## config.mk

```make
export PLATFORM = sky130hd
export DESIGN_NAME = fsv_trip
export DESIGN_NICKNAME = d
export VERILOG_FILES = /design/src/fsv_pkg.sv /design/src/fsv_cycle_meter.sv /design/src/fsv_trip.sv
export SDC_FILE = /design/constraint.sdc
export NUM_CORES = 2
export LEC_CHECK = 0
export BUFFER_PORTS_ARGS = -buffer_cell sky130_fd_sc_hd__buf_2
export CELL_PAD_IN_SITES_DETAIL_PLACEMENT = 0
export CELL_PAD_IN_SITES_GLOBAL_PLACEMENT = 1
export CORE_MARGIN = 3
export CORE_UTILIZATION = 41
export DETAILED_ROUTE_END_ITERATION = 10
export PLACE_DENSITY_LB_ADDON = 0.1
export SYNTH_ARGS = -nofsm -noshare
export SYNTH_HDL_FRONTEND = slang
export SYNTH_HIERARCHICAL = 1
export SYNTH_SLANG_ARGS = --single-unit
export TNS_END_PERCENT = 100
```

## constraint.sdc

```tcl
create_clock -name clock -period 13.8 [get_ports clock]
set_input_delay 2.07 -clock clock [delete_from_list [all_inputs] [get_ports clock]]
set_output_delay 2.07 -clock clock [all_outputs]
set_load 0.1 [all_outputs]
```

## src/fsv_pkg.sv

```systemverilog
package fsv_pkg;

    // ------------------------------------------------------------------
    // widths
    // ------------------------------------------------------------------
    localparam int FSV_PHASES = 3;
    localparam int FSV_FREQ_W = 16;
    localparam int FSV_VOLT_W = 16;
    localparam int FSV_DUR_W = 24;
    localparam int FSV_MS_W = 16;
    localparam int FSV_TICK_W = 24;
    localparam int FSV_PROD_W = 32;

    // ------------------------------------------------------------------
    // timing
    // ------------------------------------------------------------------
    localparam int FSV_CLK_PERIOD_NS = 8;
    localparam int FSV_MS_IN_NS = 1000000;
    // cycles in one millisecond of supervision time
    localparam int FSV_TICK_CYCLES_DEF = FSV_MS_IN_NS / FSV_CLK_PERIOD_NS;
    // phase jump to trip, worst case
    localparam int FSV_SURGE_LIMIT_MS = 60;

    // ------------------------------------------------------------------
    // dropout hysteresis: 0.05 % of the pickup value
    // ------------------------------------------------------------------
    localparam logic [FSV_PROD_W-1:0] FSV_DROP_NUM = 32'h0000_0005;
    localparam logic [FSV_PROD_W-1:0] FSV_DROP_DEN = 32'h0000_2710;

    // ------------------------------------------------------------------
    // element modes
    // ------------------------------------------------------------------
    typedef enum logic [1:0] {
        FSV_MODE_OFF = 2'h0,
        FSV_MODE_UNDER_STEP = 2'h1,
        FSV_MODE_OVER_STEP = 2'h2,
        FSV_MODE_SURGE = 2'h3
    } fsv_mode_type;

    // ------------------------------------------------------------------
    // step change window states, one-hot
    // ------------------------------------------------------------------
    typedef enum logic [3:0] {
        FSV_ST_IDLE = 4'h1,
        FSV_ST_RUN = 4'h2,
        FSV_ST_TRIPPED = 4'h4,
        FSV_ST_LOCKED = 4'h8
    } fsv_state_type;

    // ------------------------------------------------------------------
    // reset values
    // ------------------------------------------------------------------
    localparam logic [FSV_DUR_W-1:0] FSV_DUR_ZERO = 24'h00_0000;
    localparam logic [FSV_DUR_W-1:0] FSV_DUR_ONE = 24'h00_0001;
    localparam logic [FSV_DUR_W-1:0] FSV_DUR_MAX = 24'hff_ffff;
    localparam logic [FSV_MS_W-1:0] FSV_MS_ZERO = 16'h0000;
    localparam logic [FSV_MS_W-1:0] FSV_MS_ONE = 16'h0001;
    localparam logic [FSV_TICK_W-1:0] FSV_TICK_ZERO = 24'h00_0000;
    localparam logic [FSV_TICK_W-1:0] FSV_TICK_ONE = 24'h00_0001;
    localparam logic [FSV_FREQ_W-1:0] FSV_FREQ_ZERO = 16'h0000;
    localparam logic [1:0] FSV_SURGE_ONE = 2'h1;

endpackage

```

## src/fsv_cycle_meter.sv

```systemverilog
`timescale 1ns/1ps

// cycle duration meter for one phase voltage
module fsv_cycle_meter
    import fsv_pkg::*;
(
    // clock and reset
    input wire logic clock,
    input wire logic sys_rst,
    // measurement
    input wire logic enable,
    input wire logic zero_cross,
    input wire logic [FSV_DUR_W-1:0] angle_limit,
    // result
    output logic surge
);

    typedef struct packed {
        logic [FSV_DUR_W-1:0] count;
        logic [FSV_DUR_W-1:0] reference;
        logic started;
        logic have_ref;
        logic surge;
    } fsv_meter_type;

    fsv_meter_type r;
    fsv_meter_type next_r;
    logic [FSV_DUR_W-1:0] period;
    logic [FSV_DUR_W-1:0] deviation;

    // ------------------------------------------------------------------
    // measure and compare
    // ------------------------------------------------------------------
    // the reference is the previous cycle, so slow frequency drift never
    // looks like a jump; only an early or late zero crossing does
    always_comb
    begin
        next_r = r;
        period = r.count + FSV_DUR_ONE;
        if (period > r.reference)
            deviation = period - r.reference;
        else
            deviation = r.reference - period;
        if (!enable)
        begin
            next_r.count = FSV_DUR_ZERO;
            next_r.started = 1'b0;
            next_r.have_ref = 1'b0;
            next_r.surge = 1'b0;
        end
        else if (zero_cross)
        begin
            next_r.count = FSV_DUR_ZERO;
            next_r.reference = period;
            next_r.started = 1'b1;
            // the span before the first crossing is partial, never a reference
            next_r.have_ref = r.started;
            next_r.surge = r.have_ref && (deviation > angle_limit);
        end
        else if (r.count != FSV_DUR_MAX)
        begin
            next_r.count = r.count + FSV_DUR_ONE;
        end
    end

    // ------------------------------------------------------------------
    // state register
    // ------------------------------------------------------------------
    always_ff @(posedge clock or posedge sys_rst)
    begin
        if (sys_rst)
            r <= '0;
        else
            r <= next_r;
    end

    assign surge = r.surge;

endmodule

```

## src/fsv_trip.sv

```systemverilog
`timescale 1ns/1ps

// Operation
// - all line voltages low inhibits frequency evaluation
// - step modes alarm at once on pickup
// - pickup starts the supervision interval timer
// - trip when change reaches limit inside interval
// - interval expiry without enough change, no trip
// - after expiry stay blocked until recovery, rearm
// - settings: pickup, change limit, interval length
// - mode picks under or over step variant
// - measure cycle duration from each zero crossing
// - deviation from reference cycle is surge angle
// - surge above angle limit trips, no delay
// - surge needed in one, two or three phases
// - surge mode raises alarm and trip together
// - phase loss suppresses surge tripping
// - undervoltage lockout wins over surge evaluation
// - surge trip within 60 ms of the jump
// - release needs 0.05 percent dropout hysteresis
module fsv_trip
    import fsv_pkg::*;
#(
    parameter int unsigned TICK_CYCLES = FSV_TICK_CYCLES_DEF
)
(
    // clock and reset
    input wire logic clock,
    input wire logic sys_rst,
    // measured line voltages, magnitudes
    input wire logic [FSV_VOLT_W-1:0] line_voltage_ab,
    input wire logic [FSV_VOLT_W-1:0] line_voltage_bc,
    input wire logic [FSV_VOLT_W-1:0] line_voltage_ca,
    // measured phase frequencies
    input wire logic [FSV_FREQ_W-1:0] freq_ab,
    input wire logic [FSV_FREQ_W-1:0] freq_bc,
    input wire logic [FSV_FREQ_W-1:0] freq_ca,
    // zero crossing pulses, one per phase
    input wire logic [FSV_PHASES-1:0] zero_cross,
    // supervision of the measuring chain
    input wire logic [FSV_PHASES-1:0] phase_lost,
    input wire logic ext_block,
    // settings
    input wire fsv_mode_type element_mode,
    input wire logic [FSV_VOLT_W-1:0] min_voltage,
    input wire logic [FSV_FREQ_W-1:0] freq_pickup,
    input wire logic [FSV_FREQ_W-1:0] freq_change_limit,
    input wire logic [FSV_MS_W-1:0] supervision_interval,
    input wire logic [FSV_DUR_W-1:0] surge_angle_limit,
    input wire logic [1:0] surge_phase_count,
    // results
    output logic alarm,
    output logic trip,
    output logic inhibited,
    output logic window_locked
);

    typedef struct packed {
        fsv_state_type state;
        logic [FSV_TICK_W-1:0] tick;
        logic [FSV_MS_W-1:0] ms;
        logic [FSV_FREQ_W-1:0] start_freq;
        logic alarm;
        logic trip;
        logic inhibited;
        logic locked;
    } fsv_core_type;

    // last clock of each millisecond of supervision time
    localparam logic [FSV_TICK_W-1:0] TICK_LAST = FSV_TICK_W'(TICK_CYCLES - 1);

    // all element state, registered as one word
    fsv_core_type r;
    fsv_core_type next_r;

    logic [FSV_VOLT_W-1:0] volt [FSV_PHASES];
    logic [FSV_FREQ_W-1:0] freq [FSV_PHASES];
    logic [FSV_PHASES-1:0] volt_low;
    logic [FSV_PHASES-1:0] beyond;
    logic [FSV_PHASES-1:0] released;
    logic [FSV_PHASES-1:0] surge;
    logic [FSV_PROD_W-1:0] drop_prod;
    logic [FSV_FREQ_W-1:0] drop_margin;
    logic [FSV_FREQ_W-1:0] release_low;
    logic [FSV_FREQ_W-1:0] release_high;
    logic under_mode;
    logic step_mode;
    logic lockout;
    logic blocked;
    logic any_beyond;
    logic all_released;
    logic [FSV_FREQ_W-1:0] worst_freq;
    logic [FSV_FREQ_W-1:0] change;
    logic [1:0] surge_hits;
    logic surge_ok;

    // ------------------------------------------------------------------
    // mode and hysteresis bounds
    // ------------------------------------------------------------------
    assign volt[0] = line_voltage_ab;
    assign volt[1] = line_voltage_bc;
    assign volt[2] = line_voltage_ca;
    assign freq[0] = freq_ab;
    assign freq[1] = freq_bc;
    assign freq[2] = freq_ca;
    assign under_mode = (element_mode == FSV_MODE_UNDER_STEP);
    assign step_mode = under_mode || (element_mode == FSV_MODE_OVER_STEP);
    // a constant divide is costly but runs only on a slowly changing setting
    assign drop_prod = (FSV_PROD_W'(freq_pickup) * FSV_DROP_NUM) / FSV_DROP_DEN;
    // the margin rounds down, so release is never easier than pickup
    assign drop_margin = drop_prod[FSV_FREQ_W-1:0];
    assign release_low = freq_pickup - drop_margin;
    assign release_high = freq_pickup + drop_margin;

    // ------------------------------------------------------------------
    // per phase comparison and cycle meters
    // ------------------------------------------------------------------
    for (genvar i = 0; i < FSV_PHASES; i++)
    begin : g_phase
        assign volt_low[i] = volt[i] < min_voltage;
        assign beyond[i] = under_mode ? (freq[i] < freq_pickup)
                                      : (freq[i] > freq_pickup);
        assign released[i] = under_mode ? (freq[i] >= release_high)
                                        : (freq[i] <= release_low);

        // meters stay cleared outside surge mode and in lockout
        fsv_cycle_meter u_meter (
            .clock(clock),
            .sys_rst(sys_rst),
            .enable((element_mode == FSV_MODE_SURGE) && !lockout),
            .zero_cross(zero_cross[i]),
            .angle_limit(surge_angle_limit),
            .surge(surge[i])
        );
    end

    // one healthy line keeps the element live
    assign lockout = &volt_low;
    assign blocked = lockout || ext_block;
    assign any_beyond = |beyond;
    assign all_released = &released;

    // ------------------------------------------------------------------
    // worst phase frequency and its change since pickup
    // ------------------------------------------------------------------
    // the lowest phase counts when falling, the highest when rising
    always_comb
    begin
        worst_freq = freq[0];
        for (int k = 1; k < FSV_PHASES; k++)
        begin
            if (under_mode ? (freq[k] < worst_freq) : (freq[k] > worst_freq))
            begin
                worst_freq = freq[k];
            end
        end
        // a move against the watched direction counts as no change
        if (under_mode)
        begin
            change = (r.start_freq > worst_freq) ? r.start_freq - worst_freq
                                                 : FSV_FREQ_ZERO;
        end
        else
        begin
            change = (worst_freq > r.start_freq) ? worst_freq - r.start_freq
                                                 : FSV_FREQ_ZERO;
        end
    end

    // ------------------------------------------------------------------
    // surge vote over the phases
    // ------------------------------------------------------------------
    // a zero count setting is taken as one phase, the most sensitive choice
    always_comb
    begin
        surge_hits = 2'h0;
        // three flags summed in two bits cannot overflow
        for (int k = 0; k < FSV_PHASES; k++)
        begin
            surge_hits = surge_hits + {1'b0, surge[k]};
        end
        if (surge_phase_count == 2'h0)
        begin
            surge_ok = surge_hits >= FSV_SURGE_ONE;
        end
        else
        begin
            surge_ok = surge_hits >= surge_phase_count;
        end
    end

    // ------------------------------------------------------------------
    // element sequencing
    // ------------------------------------------------------------------
    // the timer runs free and is cleared at pickup, saving a start gate
    always_comb
    begin
        next_r = r;
        next_r.inhibited = lockout;
        if (r.tick == TICK_LAST)
        begin
            next_r.tick = FSV_TICK_ZERO;
            // the count stops at the interval; a count above it runs on through a wrap
            if (r.ms != supervision_interval)
            begin
                next_r.ms = r.ms + FSV_MS_ONE;
            end
        end
        else
        begin
            next_r.tick = r.tick + FSV_TICK_ONE;
        end

        case (r.state)
            FSV_ST_IDLE:
            begin
                // pickup latches the worst phase as the change origin
                if (step_mode && !blocked && any_beyond)
                begin
                    next_r.state = FSV_ST_RUN;
                    next_r.tick = FSV_TICK_ZERO;
                    next_r.ms = FSV_MS_ZERO;
                    next_r.start_freq = worst_freq;
                end
            end
            FSV_ST_RUN:
            begin
                // change is tested before expiry, so the last millisecond counts
                if (!step_mode || blocked || all_released)
                begin
                    next_r.state = FSV_ST_IDLE;
                end
                else if (change >= freq_change_limit)
                begin
                    next_r.state = FSV_ST_TRIPPED;
                end
                else if (r.ms == supervision_interval)
                begin
                    next_r.state = FSV_ST_LOCKED;
                end
            end
            FSV_ST_TRIPPED:
            begin
                if (!step_mode || blocked || all_released)
                begin
                    next_r.state = FSV_ST_IDLE;
                end
            end
            FSV_ST_LOCKED:
            begin
                // only a real recovery or leaving step mode rearms, a block alone does not
                if (!step_mode || all_released)
                begin
                    next_r.state = FSV_ST_IDLE;
                end
            end
            default:
            begin
                next_r.state = FSV_ST_IDLE;
            end
        endcase

        // outputs, one cycle after their cause
        if (element_mode == FSV_MODE_SURGE)
        begin
            next_r.alarm = surge_ok && !blocked;
            // phase loss blocks only the trip, the alarm stays
            next_r.trip = surge_ok && !blocked && !(|phase_lost);
        end
        else
        begin
            next_r.alarm = (next_r.state == FSV_ST_RUN)
                        || (next_r.state == FSV_ST_TRIPPED);
            next_r.trip = (next_r.state == FSV_ST_TRIPPED);
        end
        // a flag of its own keeps the output free of decode logic
        next_r.locked = (next_r.state == FSV_ST_LOCKED);
    end

    // ------------------------------------------------------------------
    // state register
    // ------------------------------------------------------------------
    always_ff @(posedge clock or posedge sys_rst)
    begin
        if (sys_rst)
        begin
            // all zero is no one-hot state, so idle is set on top
            r <= '0;
            r.state <= FSV_ST_IDLE;
        end
        else
        begin
            r <= next_r;
        end
    end

    // every output comes straight from the state register
    assign alarm = r.alarm;
    assign trip = r.trip;
    assign inhibited = r.inhibited;
    assign window_locked = r.locked;

endmodule

```

==> metrics <==
outcome finished clean; Final nets 4625; Comb pwr share 0.702; Worst-Skew Late Latency 0.59 ns; Final min period 12.90 ns; mapped cell area 30060 sq um; synth cell count leaders ha_1, inv_1, a21oi_1; antenna-violating nets left 0; initial core utilization 0.4169; Post-Synth Adder-Cell Area 0.2297; max incr delay on CP 0.48 ns; Yosys reg bits 217; row count 98; most used flip-flop cell after synthesis dfrtp_1; Post-Synth Simple-Gate Area 0.1721; VDD IR max 0.0003190 V; global-route wire length before repair 144.0 mm; top cell family by delay on the critical path compound AO/OA/AOI/OAI gates; asr flop ratio synth 1.000; final hold violations 0; compound-cell area share of the yosys netlist 0.2543; Max Cap Violations 0; Levels on crit path 57; largest family of logic cells by synthesized area compound AO/OA/AOI/OAI gates; reg2reg setup slack 7.04 ns; RSZ-0062 raised after global routing false; Yosys warning count 6; Post-synth EDFFs 0; hold crit path type flop to flop; Seq/Total Area, Yosys 0.1807; buffer and inverter count on the worst path 4; Clk pwr share 0.147; CP max FO 9; hold wc startpoint r[36]; vias in the first global route 26.23k; IO Count 201; largest cells by area after synthesis ha_1, dfrtp_1, a21oi_1; Vias 26.75k; Clock Tree Root clkbuf_16; Clk pin slew, worst setup/hold paths 0.06 ns; largest area contributor in the netlist ha_1; proportion of layout cells with a drive suffix above 1 0.1011; total track usage 0.2278; Arr. time, crit path 13.32 ns; Yosys top cell area share 0.2210; WS Path Type input port to flop; initial antenna violation count 4; leakage 16.91 nW; total design power 0.005203 W; H-tree depth 1; Req. time, crit path 14.22 ns; Synthesized Nets 4493; Final Skew 0.04845 ns; RR Endpoint alarm; # clock sinks 217; largest net degree at the start of global routing 65; Bufs on Longest Clock Path 3; NetSw 0.002439 W; Syn Area/Cell 8.009 sq um; Seq pwr share 0.151; area grow syn2layout 9.341%; gr ovfl total 0; Remaining DRCs 0; DR WL/cell 18.49 um; Port Buf Inserts 200; # hold bufs at CTS 0; Slew Limit Headroom 0.2862; mux cell area share after synthesis 0.02252; Placer Congestion 0.9065; Endpoint, Worst Hold r[36]; Min-Delay Path Depth 1; gate count of the mapped netlist 3753; Max Clk Rate 0.07755 GHz; Die Ht 276.8 um; Crit path top cell by count nor2_1; slowest cell on the critical path o41a_1; Max Transition Viols Final 0; origin of the critical flop-to-flop path r[6]; count leader, synth ha_1; # setup viols final 0; Slew @ Worst Pin 1.067 ns; Sw Share 0.4688; CP Capture Type flop; Die Wd 276.8 um; Synth Area in XOR/XNOR 0.07019; final wirelength 89.88 mm; Pwr per Cell Area 158.3 nW/um^2; Worst R2R Path Depth 34; die area 76590 sq um; Detail Placement HPWL 74.03 mm; Pre-antenna DRT Iters 5; startpoint types input port; vias per cell 5.502; Core Region 72100 sq um; violation count after the first detailed-route iteration 1511; CTS Buf Count 29; Setup TNS Final 0 ns; Synth cell types 126; CTS tree done; period utilization 0.9345; Pint 0.002763 W
## worst max-delay path by stage
stage	start	end	slack [ns]
after floorplan	freq_ab[1]	alarm	0.68
after global placement	freq_ab[1]	alarm	0.14
after detailed placement	freq_ab[1]	alarm	0.05
after CTS	freq_ab[1]	alarm	0.60
after global routing	freq_pickup[3]	trip	0.01
final	freq_pickup[3]	trip	0.90
## timing repair
item                                    4_1_cts  5_1_grt
resized for setup                             0       17
endpoints found under the setup margin        0        7
buffers inserted                              0        4
## final cells by class
cell class	count	area [sq um]
fillers	7461	39240
multi-input cells	3030	22590
flip-flops and latches	217	5431
inverters	371	1393
repair buffers	236	1282
well taps	950	1189
clock buffers	40	847.1
clock inverters	13	126.4
diodes	4	10.01
## stage by stage
| stage | setup slack, ns | hold WS (ns) | util | area, sq um | std cells |
|---|---|---|---|---|---|
| after floorplan | 0.6815 | 0.4329 | - | 30060 | 3753 |
| after global placement | 0.1360 | 0.4566 | 0.4408 | 31780 | 4800 |
| after detailed placement | 0.05094 | 0.4588 | 0.4408 | 31780 | 4800 |
| after CTS | 0.5950 | 0.4738 | 0.4543 | 32750 | 4853 |
| after global routing | 0.01047 | 0.4968 | 0.4558 | 32860 | 4861 |
| final | 0.9043 | 0.4688 | 0.4558 | 32860 | 4861 |
## layout by cell type (no fill, tap or decap), types with 32 or more instances in the layout
cell	synthesis	layout
a21o_1	216	216
a21oi_1	366	364
and3_1	32	32
buf_2	40	200
buf_4	5	33
dfrtp_1	216	216
ha_1	531	530
inv_1	370	366
mux2i_1	62	62
nand2_1	186	186
nand2b_1	64	64
nand3_1	91	91
nand4_1	112	112
nor2_1	305	305
nor2b_1	65	65
nor3_1	45	45
o21a_1	45	45
o21ai_0	217	216
xnor2_1	146	146
xor2_1	93	92
## power by group through the flow
| stage | sequential, W | combinational (W) | clock [W] |
|---|---|---|---|
| after floorplan | 0.000784 | 0.00280 | 0 |
| after global placement | 0.000793 | 0.00362 | 0 |
| after detailed placement | 0.000794 | 0.00361 | 0 |
| after CTS | 0.000784 | 0.00363 | 0.000800 |
| after global routing | 0.000797 | 0.00415 | 0.000823 |
| final | 0.000783 | 0.00365 | 0.000766 |
## state kept, by name, indices dropped and copies added, names as in the netlist
| signal | count |
|---|---|
| g_phase.u_meter/r | 150 |
| r | 60 |
| g_phase.u_meter/surge | 3 |
| alarm | 1 |
| inhibited | 1 |
| trip | 1 |
| window_locked | 1 |
## worst reg2reg max path, delay by kind of cell (launching register included)
kind            cells  cell delay (ns)
flops               1             0.37
compound gates     25             4.85
fa+ha+maj           2             0.58
buf+inv             1             0.07
simple gates        6             0.79
## kinds of logic (layout without fill, tap and decap cells)
group | after synthesis | after routing
simple gates | 1022 | 1022
buf+inv | 506 | 660
flops | 217 | 217
xor+xnor | 240 | 240
other cells | 0 | 4
fa+ha+maj | 545 | 545
mux | 66 | 66
compound gates | 1157 | 1157
## routing by layer
| metal | global-route usage | wire (um) | up-vias |
|---|---|---|---|
| li1 | - | - | 13710 |
| met1 | 0.3194 | 43810 | 12440 |
| met2 | 0.3786 | 40960 | 506 |
| met3 | 0.02310 | 3207 | 87 |
| met4 | 0.04916 | 1899 | 0 |
| met5 | 0 | 0 | - |
No activity file was read; power rests on OpenSTA's default activity.
